[src/verilog/uio_pkg.sv]
// constants and types for the user i/o digital function block
package uio_pkg;
  // ****************************************
  // register map (byte addresses)
  // ****************************************
  localparam logic [5:0] OFS_DIN_MAP = 6'h00;
  localparam logic [5:0] OFS_DOUT_MAP = 6'h04;
  localparam logic [5:0] OFS_CTRL = 6'h08;
  localparam logic [5:0] OFS_STATUS = 6'h0c;
  localparam logic [5:0] OFS_IRQ_STAT = 6'h10;
  localparam logic [5:0] OFS_IRQ_MASK = 6'h14;
  // ****************************************
  // field layouts and reset values
  // ****************************************
  localparam int NUM_DIN = 4;
  localparam int NUM_DOUT = 8;
  localparam int DIN_FW = 3;
  localparam int DOUT_FW = 4;
  localparam int QCNT_W = 19;
  localparam logic [11:0] DIN_MAP_RST = 12'h001;
  localparam logic [31:0] DOUT_MAP_RST = 32'h0000_0431;
  localparam int CTRL_START = 0;
  localparam int CTRL_STOP = 1;
  localparam int CTRL_CLEAR = 2;
  localparam int IRQ_W = 4;
  localparam int IRQ_START = 0;
  localparam int IRQ_STOP = 1;
  localparam int IRQ_ILK = 2;
  localparam int IRQ_FAULT = 3;
  // ****************************************
  // input functions and output state flags
  // ****************************************
  localparam logic [2:0] FN_NONE = 3'h0;
  localparam logic [2:0] FN_ENABLE = 3'h1;
  localparam logic [2:0] FN_ILOCK = 3'h2;
  localparam logic [2:0] FN_CLEAR = 3'h3;
  localparam logic [2:0] FN_KLOCK = 3'h4;
  localparam logic [2:0] FN_START = 3'h5;
  localparam logic [2:0] FN_STOP = 3'h6;
  localparam int NUM_FL = 10;
  localparam logic [3:0] FL_NONE = 4'h0;
  localparam logic [3:0] FL_ENABLED = 4'h1;
  localparam logic [3:0] FL_SBY_FLT = 4'h2;
  localparam logic [3:0] FL_SBY = 4'h3;
  localparam logic [3:0] FL_FAULT = 4'h4;
  localparam logic [3:0] FL_CV = 4'h5;
  localparam logic [3:0] FL_CC = 4'h6;
  localparam logic [3:0] FL_CP = 4'h7;
  localparam logic [3:0] FL_CR = 4'h8;
  localparam logic [3:0] FL_LOCK = 4'h9;
  localparam logic [1:0] MODE_CV = 2'h0;
  localparam logic [1:0] MODE_CC = 2'h1;
  localparam logic [1:0] MODE_CP = 2'h2;
  localparam logic [1:0] MODE_CR = 2'h3;
  // ****************************************
  // timing
  // ****************************************
  localparam int CLK_HZ = 125_000_000;
  localparam int QUAL_MS = 3;
  localparam int QUAL_CYC_DEF = QUAL_MS * (CLK_HZ / 1000);
  // ****************************************
  // carriers
  // ****************************************
  typedef struct packed {
    logic [5:0] address;
    logic read;
    logic write;
    logic [31:0] writedata;
  } uio_avs_req_t;
  typedef struct packed {
    logic [3:0] sync1;
    logic [3:0] sync2;
    logic [3:0] filt;
    logic [3:0][18:0] qcnt;
    logic [11:0] din_map;
    logic [31:0] dout_map;
    logic [3:0] irq_stat;
    logic [3:0] irq_mask;
    logic run;
    logic fault;
    logic ilk;
    logic locked;
    logic key;
    logic irq;
    logic waitreq;
    logic [31:0] rdata;
    logic [7:0] dout;
  } uio_state_t;
endpackage

[src/verilog/uio_top.sv]
// user i/o digital inputs and outputs with avalon-mm register access
// Summary of operation
// - four digital inputs each take one selectable function or none.
// - momentary functions fire on a rising edge held high at least 3 ms.
// - a normally-closed function fires once the high level is removed.
// - an active-when-present function holds exactly while the input is high.
// - stop wins over start when both are requested.
// - input enable is a level: processing while high, stopped while low.
// - interlock is normally closed and trips when the high level goes away.
// - fault clear removes the fault only if the fault is gone; else it stays.
// - while keypad lock is asserted front panel key presses are dropped.
// - eight digital outputs each take one selectable state flag or none.
// - an assigned output is high while its state is active, else low.
// - the enabled flag is input engaged and unit processing.
// - the standby-or-fault flag is the or of standby and fault.
// - separate flags show standby alone and fault alone.
// - four flags show the active cv, cc, cp or cr loop.
// - the lock flag shows the keypad lock engaged.
//
// The register offsets and the Avalon-MM interface to the registers are this design's own decisions.
`timescale 1ns/1ps
module uio_top #(
  parameter int QUAL_CYC = uio_pkg::QUAL_CYC_DEF
) (
  input wire logic clk_in,
  input wire logic rst_in,
  input wire uio_pkg::uio_avs_req_t avs_req_in,
  output logic [31:0] avs_readdata_out,
  output logic avs_waitrequest_out,
  input wire logic [3:0] din_in,
  input wire logic fault_cond_in,
  input wire logic engaged_in,
  input wire logic [1:0] reg_mode_in,
  input wire logic key_press_in,
  output logic [7:0] dout_out,
  output logic run_out,
  output logic key_press_out,
  output logic irq_out
);
  localparam logic [18:0] QMAX = 19'(QUAL_CYC - 1);

  uio_pkg::uio_state_t st_reg;
  uio_pkg::uio_state_t st_next;
  logic [3:0] rise;
  logic en_asg;
  logic en_lvl;
  logic ilk_bad;
  logic clr_any;
  logic lock_lvl;
  logic start_ev;
  logic stop_ev;
  logic start_any;
  logic stop_any;
  logic wr;
  logic [2:0] sw_cmd;
  logic [3:0] w1c;
  logic [3:0] ev;
  logic [9:0] flags;

  // ****************************************
  // next state
  // ****************************************
  always_comb begin
    logic [2:0] fn;
    logic [3:0] fl;
    fn = uio_pkg::FN_NONE;
    fl = uio_pkg::FL_NONE;
    st_next = st_reg;
    rise = '0;
    en_asg = 1'b0;
    en_lvl = 1'b0;
    ilk_bad = 1'b0;
    clr_any = 1'b0;
    lock_lvl = 1'b0;
    start_ev = 1'b0;
    stop_ev = 1'b0;
    sw_cmd = '0;
    w1c = '0;

    // bus: ack one cycle after request, write acts at completion edge
    st_next.waitreq = 1'b1;
    wr = !st_reg.waitreq && avs_req_in.write;
    if (st_reg.waitreq && (avs_req_in.read || avs_req_in.write)) begin
      st_next.waitreq = 1'b0;
      unique case (avs_req_in.address)
        uio_pkg::OFS_DIN_MAP: st_next.rdata = {20'h0, st_reg.din_map};
        uio_pkg::OFS_DOUT_MAP: st_next.rdata = st_reg.dout_map;
        uio_pkg::OFS_STATUS: begin
          st_next.rdata = {24'h0, st_reg.filt, st_reg.locked,
                           st_reg.ilk, st_reg.fault, st_reg.run};
        end
        uio_pkg::OFS_IRQ_STAT: st_next.rdata = {28'h0, st_reg.irq_stat};
        uio_pkg::OFS_IRQ_MASK: st_next.rdata = {28'h0, st_reg.irq_mask};
        default: st_next.rdata = 32'h0;
      endcase
    end
    if (wr) begin
      unique case (avs_req_in.address)
        uio_pkg::OFS_DIN_MAP: st_next.din_map = avs_req_in.writedata[11:0];
        uio_pkg::OFS_DOUT_MAP: st_next.dout_map = avs_req_in.writedata;
        uio_pkg::OFS_CTRL: sw_cmd = avs_req_in.writedata[2:0];
        uio_pkg::OFS_IRQ_STAT: w1c = avs_req_in.writedata[3:0];
        uio_pkg::OFS_IRQ_MASK: st_next.irq_mask = avs_req_in.writedata[3:0];
        default: ;
      endcase
    end

    // input qualification
    st_next.sync1 = din_in;
    st_next.sync2 = st_reg.sync1;
    for (int i = 0; i < uio_pkg::NUM_DIN; i++) begin
      if (st_reg.sync2[i] == st_reg.filt[i]) begin
        st_next.qcnt[i] = '0;
      end else if (st_reg.qcnt[i] == QMAX) begin
        st_next.filt[i] = st_reg.sync2[i];
        st_next.qcnt[i] = '0;
      end else begin
        st_next.qcnt[i] = st_reg.qcnt[i] + 19'h1;
      end
    end
    rise = st_next.filt & ~st_reg.filt;

    // function per input pin
    for (int i = 0; i < uio_pkg::NUM_DIN; i++) begin
      fn = st_reg.din_map[i*uio_pkg::DIN_FW +: uio_pkg::DIN_FW];
      unique case (fn)
        uio_pkg::FN_NONE: ;
        uio_pkg::FN_ENABLE: begin
          en_asg = 1'b1;
          en_lvl = en_lvl | st_next.filt[i];
        end
        uio_pkg::FN_ILOCK: ilk_bad = ilk_bad | !st_next.filt[i];
        uio_pkg::FN_CLEAR: clr_any = clr_any | st_next.filt[i];
        uio_pkg::FN_KLOCK: lock_lvl = lock_lvl | st_next.filt[i];
        uio_pkg::FN_START: start_ev = start_ev | rise[i];
        uio_pkg::FN_STOP: stop_ev = stop_ev | rise[i];
        default: ;
      endcase
    end
    clr_any = clr_any | sw_cmd[uio_pkg::CTRL_CLEAR];

    // interlock and fault latches
    if (ilk_bad) begin
      st_next.ilk = 1'b1;
    end else if (clr_any) begin
      st_next.ilk = 1'b0;
    end
    if (fault_cond_in || ilk_bad) begin
      st_next.fault = 1'b1;
    end else if (clr_any) begin
      st_next.fault = 1'b0;
    end

    // run control, stop first
    stop_any = stop_ev | sw_cmd[uio_pkg::CTRL_STOP] | st_next.fault
      | (en_asg & !en_lvl);
    start_any = start_ev | sw_cmd[uio_pkg::CTRL_START] | (en_asg & en_lvl);
    if (stop_any) begin
      st_next.run = 1'b0;
    end else if (start_any) begin
      st_next.run = 1'b1;
    end

    // keypad lock
    st_next.locked = lock_lvl;
    st_next.key = key_press_in & !lock_lvl;

    // interrupts, set beats clear
    ev = '0;
    ev[uio_pkg::IRQ_START] = st_next.run & !st_reg.run;
    ev[uio_pkg::IRQ_STOP] = !st_next.run & st_reg.run;
    ev[uio_pkg::IRQ_ILK] = st_next.ilk & !st_reg.ilk;
    ev[uio_pkg::IRQ_FAULT] = st_next.fault & !st_reg.fault;
    st_next.irq_stat = (st_reg.irq_stat & ~w1c) | ev;
    st_next.irq = |(st_next.irq_stat & st_next.irq_mask);

    // state flags
    flags = '0;
    flags[uio_pkg::FL_ENABLED] = engaged_in & st_next.run;
    flags[uio_pkg::FL_SBY] = !st_next.run;
    flags[uio_pkg::FL_FAULT] = st_next.fault;
    flags[uio_pkg::FL_SBY_FLT] = !st_next.run | st_next.fault;
    flags[uio_pkg::FL_CV] = st_next.run & (reg_mode_in == uio_pkg::MODE_CV);
    flags[uio_pkg::FL_CC] = st_next.run & (reg_mode_in == uio_pkg::MODE_CC);
    flags[uio_pkg::FL_CP] = st_next.run & (reg_mode_in == uio_pkg::MODE_CP);
    flags[uio_pkg::FL_CR] = st_next.run & (reg_mode_in == uio_pkg::MODE_CR);
    flags[uio_pkg::FL_LOCK] = lock_lvl;
    for (int j = 0; j < uio_pkg::NUM_DOUT; j++) begin
      fl = st_reg.dout_map[j*uio_pkg::DOUT_FW +: uio_pkg::DOUT_FW];
      if (fl == uio_pkg::FL_NONE || fl > uio_pkg::FL_LOCK) begin
        st_next.dout[j] = 1'b0;
      end else begin
        st_next.dout[j] = flags[fl];
      end
    end
  end

  // ****************************************
  // state register
  // ****************************************
  always_ff @(posedge clk_in) begin
    if (rst_in) begin
      st_reg <= '0;
      st_reg.din_map <= uio_pkg::DIN_MAP_RST;
      st_reg.dout_map <= uio_pkg::DOUT_MAP_RST;
      st_reg.waitreq <= 1'b1;
    end else begin
      st_reg <= st_next;
    end
  end

  assign avs_readdata_out = st_reg.rdata;
  assign avs_waitrequest_out = st_reg.waitreq;
  assign dout_out = st_reg.dout;
  assign run_out = st_reg.run;
  assign key_press_out = st_reg.key;
  assign irq_out = st_reg.irq;
endmodule

[config.mk]
export PLATFORM = sky130hd
export DESIGN_NAME = uio_top
export DESIGN_NICKNAME = d
export VERILOG_FILES = /design/src/verilog/uio_pkg.sv /design/src/verilog/uio_top.sv
export SDC_FILE = /design/constraint.sdc
export NUM_CORES = 1
export LEC_CHECK = 0
export ABC_CLOCK_PERIOD_IN_PS = 4800
export BUFFER_PORTS_ARGS = -buffer_cell sky130_fd_sc_hd__buf_2
export CAP_MARGIN = 20
export CORE_ASPECT_RATIO = 0.6
export CORE_MARGIN = 3
export CORE_UTILIZATION = 50
export DETAILED_ROUTE_END_ITERATION = 8
export PLACE_DENSITY = 0.81
export SYNTH_ARGS = -nofsm -noshare
export SYNTH_HDL_FRONTEND = slang
export SYNTH_SLANG_ARGS = --single-unit
[constraint.sdc]
create_clock -name clk_in -period 4.8 [get_ports clk_in]
set_input_delay 0.96 -clock clk_in [delete_from_list [all_inputs] [get_ports clk_in]]
set_output_delay 0.96 -clock clk_in [all_outputs]
set_load 0.01 [all_outputs]
== After elaboration in Yosys (flattened, before gate mapping) ==
Index checks and enable logic that the tools add are counted.

* Memory bits (writable): 0
* Logic and storage cells: 244
* Register bits: 187
* ROM bits: 0
* Input port bits: 51
* Memories kept: 0
* Bits in latches: 0

* Reductions and logical operators: 48
* Order comparisons: 16
* Muxes and demuxes: 66
* Shifts and indexed selects: 0
* Multipliers: 0
* Add/subtract/negate cells: 4
* Equal/unequal tests: 40
* Bitwise operators: 43
* Divide/modulo/power cells: 0

{| class="wikitable"
|+ Operators by type and width
! cell !! count
|-
| one-hot mux 32 bit (5 select lines) || 1
|-
| adder 19 x 1 -> 19 bit, second input constant || 4
|-
| == test 19 bit, second input constant || 4
|-
| two-way mux 1 bit || 50
|-
| less-than comparator 4 x 5 -> 1 bit, second input constant || 8
|-
| == test 3 bit, second input constant || 12
|-
| two-way mux 33 bit || 1
|-
| binary-select mux 1 bit (select 4 bit) || 8
|-
| > comparator 4 bit, second input constant || 8
|-
| zero test 4 bit || 8
|-
| OR 1 bit || 25
|-
| == test 3 x 2 -> 1 bit, second input constant || 8
|-
| two-way mux 4 bit || 4
|-
| OR reduction 2 bit || 8
|-
| bitwise AND 1 bit || 12
|-
| bitwise AND 4 bit || 3
|-
| == test 3 x 1 -> 1 bit, second input constant || 4
|-
| == test 6 x 4 -> 1 bit, second input constant || 2
|-
| == test 6 x 5 -> 1 bit, second input constant || 2
|-
| OR reduction 3 bit || 4
|-
| zero test 1 bit || 11
|-
| logical OR 1 bit || 10
|-
| inverter 4 bit || 2
|-
| == test 6 x 3 -> 1 bit, second input constant || 1
|-
| other kinds (10) || 17
|}

== Logic depth before layout (Yosys ltp) ==
* Depth after elaboration: 21
* Depth in mapped cells: 11
* Depth with buffers taken out: 10

== Worst setup path before layout ==
Ideal clock, no wire load.

* Path type: input to register
* Start point: input port avs_req_in[35] (netlist name)
* End point: register st_reg, in the netlist dout_out[0]
* Stages: 10
* Buffers on the path: 1
* Data required time: 4,683 ps
* Data arrival time: 3,475 ps
* Setup slack: 1,208 ps
* Path through: or4b_1 > nor4b_1 > a221o_1 > a311oi_1 > and3_1 > a211oi_4 > nand3_4 > buf_6 > a221o_1 > a32o_1

* Cells in the longest elaborated chain, start to end: 13
* Elaborated cells between the ends (all ways): 22
* Classes of those cells: eq/ne: 1; mux: 8; bitwise: 12; reduce/logical: 1

{| class="wikitable"
|+ Ends and longest elaborated chain
! item !! line !! text
|-
| from (decl) || uio_top.sv:27 || <nowiki>input wire uio_pkg::uio_avs_req_t avs_req_in,</nowiki>
|-
| == test 6 x 4 -> 1 bit * || uio_top.sv:98 || <nowiki>unique case (avs_req_in.address)</nowiki>
|-
| two-way mux 3 bit * || uio_top.sv:98 ||
|-
| two-way mux 3 bit * || uio_top.sv:97 || <nowiki>if (wr) begin</nowiki>
|-
| OR 1 bit || uio_top.sv:140 || <nowiki>clr_any = clr_any | sw_cmd[uio_pkg::CTRL_CLEAR];</nowiki>
|-
| two-way mux 1 bit || uio_top.sv:150 || <nowiki>end else if (clr_any) begin</nowiki>
|-
| two-way mux 1 bit || uio_top.sv:148 || <nowiki>if (fault_cond_in || ilk_bad) begin</nowiki>
|-
| OR 1 bit || uio_top.sv:155 || <nowiki>stop_any = stop_ev | sw_cmd[uio_pkg::CTRL_STOP] | st_next.fault</nowiki>
|-
| OR 1 bit || uio_top.sv:156 || <nowiki>| (en_asg & !en_lvl);</nowiki>
|-
| two-way mux 1 bit || uio_top.sv:158 || <nowiki>if (stop_any) begin</nowiki>
|-
| zero test 1 bit || uio_top.sv:180, uio_top.sv:182 ||
|-
| OR 1 bit || uio_top.sv:182 || <nowiki>flags[uio_pkg::FL_SBY_FLT] = !st_next.run | st_next.fault;</nowiki>
|-
| binary-select mux 1 bit (select 4 bit) * || uio_top.sv:193 || <nowiki>st_next.dout[j] = flags[fl];</nowiki>
|-
| two-way mux 1 bit (not written as such) * || uio_top.sv:193 ||
|-
| to (signal assigned) || uio_top.sv:208 || <nowiki>st_reg <= st_next;</nowiki>
|-
| to (decl) || uio_top.sv:42 || <nowiki>uio_pkg::uio_state_t st_reg;</nowiki>
|}

Mark *: on every way between the ends. The rest lies on a longest branch, timed or not. The select of a mux whose other input is x is not followed.
A chain may end at the register's enable or synchronous reset.

== Final worst setup path ==
* Start point: input port avs_req_in[35] (netlist name)
* End point: register st_reg, in the netlist dout_out[3]

The elaborated chain is that of the path after synthesis.

==> impl_metrics.yaml <==
timing:
  fin_crit_ns: 3.89
  worst_slew_pin_slew_ns: 0.996
  setup_tns_ns: 0
  grt_setup_unrepaired: "false"
  hold_violations: 0
  post-route-period-util_pct: 81.1
  slew-limit-headroom_pct: 33.6
  max_freq_mhz: 257
  setup_violations: 0
  skew_ns: 0.0106
  whs_ns: 0.447
  slew_violations: 0
synthesis:
  syn_nets: 1172
  synth_top_cell_by_area: "dfxtp_1"
  synth.most_common_cell: "dfxtp_1"
  synth_edf_count: 0
  ys_async_sr_fraction_pct: 0
  ys_ff_latch: 187
  yosysSeqAreaShare_pct: 41.4
  synthTopCellsByArea: "dfxtp_1 41%, nand2_1 7.1%, nor2_1 6.4%"
  ys.warnings.count: 0
  yosys-top-cells-count: "187 x dfxtp_1, 170 x nand2_1, 155 x nor2_1"
  yosys.area.top_type_share_pct: 41.4
  synthCells: 1117
  syn-cell-area_mm2: 0.00903
  synthFlopType: "dfxtp_1"
  ys_types: 63
  avgSynthCellArea_um2: 8.09
global_route:
  antenna_found_initial: 2
  grt_pass1_vias: 7083
  overflow: 0
  grt_usage_pct: 23.4
  grt_max_degree: 77
  grt_pass1_wl_um: 37300
clock_tree:
  clkLatencyLatePin_ns: 0.44
  cts_resized: 0
  postCtsSetupBuffers: 0
  cts.sinks: 187
  cts_buffer_depth: 2
  tritoncts: "built"
  clk_pin_slew_ns: 0.07
  clockRootBuffer: "clkbuf_16"
  numCtsBuffers: 17
  cts_hold_buf: 0
  htree_num_levels: 4
status:
  status: "finished clean"
worst_hold_path:
  min_from: "avs_readdata_out[29]"
  min_to: "avs_readdata_out[29]"
  worstHoldPathCells: 2
  hold_path.class: "reg2reg"
floorplanning:
  io_pins: 95
  die_x_um: 180
  die-area_mm2: 0.0198
  core_area_mm2: 0.0174
  rows: 37
  die_h_um: 110
  initial_utilization_pct: 51.9
worst_setup_path:
  rrSetupSlack_ns: 1.09
  required_ns: 5.18
  critPathMaxFanout: 11
  timing.rr.end: "dout_out[3]"
  path_cells: "buf_2, or4b_1, nor4b_1, a221o_1, a311oi_1, and3_1, a211oi_4, buf_4, and4_1, a221o_1, a32o_1"
  crit_buf_inv: 2
  max_stage_delay_ns: 0.71
  worstRegToRegCells: 9
  cp.depth: 11
  crit_top_cell: "a221o_1"
  crit_family: "simple AND/OR/NAND/NOR gates"
  worst_path_max_delay_cell: "nor4b_1"
  r2r_start: "st_reg[151]"
  critPathKind: "in2reg"
  startpoint_type: "input port"
  crit_arrival_ns: 4.28
  end_kind: "register"
detailed_routing:
  drc_errors: 0
  wl_met3_um: 2620
  vias: 7961
  wl_met1_um: 11100
  routed.top_layer: "met5"
  ant_nets: 0
  initialDrtViolationCount: 827
  wire_per_inst_um: 16.9
  dr.pass1.iters: 9
  routed_wl_um: 23200
  dr_wl_met2_um: 9250
  viasPerCell: 5.78
layout:
  antenna_cells: 0
  largest_reg_flops: 139
  synthToLayoutAreaGrowth_pct: 9.29
  post-route-cell-area_mm2: 0.00987
  layout-drive-gt1-share_pct: 13.0
  fin_nets: 1187
power:
  power_leakage_nw: 3.42
  total_power_mw: 2.99
  ir_worst_vdd_v: 0.000260
  power_density_mw_per_mm2: 302
place:
  placed_area_mm2: 0.00932
  hpwl_um: 16400
  gp_congestion: 0.960
  port_buffers: 94
flow_run:
  cap_violations: 0
[metal layers]
| metal | vias up | global-route usage, % |
|---|---|---|
| li1 | 3846 | - |
| met4 | 4 | 5.90 |
| met1 | 3720 | 34.9 |
| met2 | 361 | 31.5 |
| met5 | - | 0 |
| met3 | 30 | 8.39 |
[final cells by class]
class	instances	area, um^2
multi-input cells	806	4670
repair buffers	106	583
inverters	14	52.6
flip-flops and latches	187	3740
clock inverters	13	97.6
fillers	1572	7530
well taps	234	293
clock buffers	18	429
[worst max-delay path by stage]
stage | slack [ns] | start | to
3_3_place_gp | 0.69 | avs_req_in[35] | dout_out[6]
4_1_cts | 1.01 | avs_req_in[35] | dout_out[3]
3_5_place_dp | 0.62 | avs_req_in[35] | dout_out[6]
5_1_grt | 0.80 | avs_req_in[35] | dout_out[6]
2_1_floorplan | 1.21 | avs_req_in[35] | dout_out[0]
6_report | 0.91 | avs_req_in[35] | dout_out[3]
[cell usage in the layout (no fill, tap or decap), types with 5 or more instances in the layout]
master / instances
a21oi_1: 85
a221o_1: 9
a22oi_1: 5
a32o_1: 8
and2_1: 7
and3_1: 16
and4_1: 5
buf_2: 93
buf_4: 12
clkbuf_16: 17
dfxtp_1: 187
inv_1: 14
mux2i_1: 8
nand2_1: 170
nand2b_1: 7
nand3_1: 65
nand3b_1: 11
nand4_1: 10
nor2_1: 155
nor2b_1: 21
nor3_1: 18
nor4_1: 11
nor4b_1: 15
o21ai_0: 12
o31a_1: 8
o31ai_1: 8
or3_1: 6
or4_1: 6
xnor2_1: 28
xor2_1: 48
[worst min-delay path: stages (launching register included)]
cell and delay (ns):
dfxtp_1 0.31, nand2_1 0.05, a21oi_1 0.05
[cell families after synthesis]
kind of cell / after synthesis / synth area share [%]
compound gates: 164 / 11.9
xor+xnor: 76 / 7.37
fa+ha+maj: 4 / 0.554
buf+inv: 124 / 6.91
flops: 187 / 41.4
mux: 14 / 2.13
simple gates: 548 / 29.7
[report_power, final]
part / total (mW) / internal [mW] / switching [mW]
Combinational: 0.125 / 0.0414 / 0.0834
Sequential: 1.57 / 1.56 / 0.00943
Clock: 1.29 / 0.662 / 0.629
[stage by stage]
stage               worst slack [ns]  utilization (%)  cells
finish                         0.908             56.7   1378
floorplan                       1.21                -   1117
global route                   0.800             56.7   1378
detailed placement             0.621             53.5   1346
CTS                             1.01             56.6   1377
global placement               0.695             53.5   1346
(Power assumes the default switching activity.)
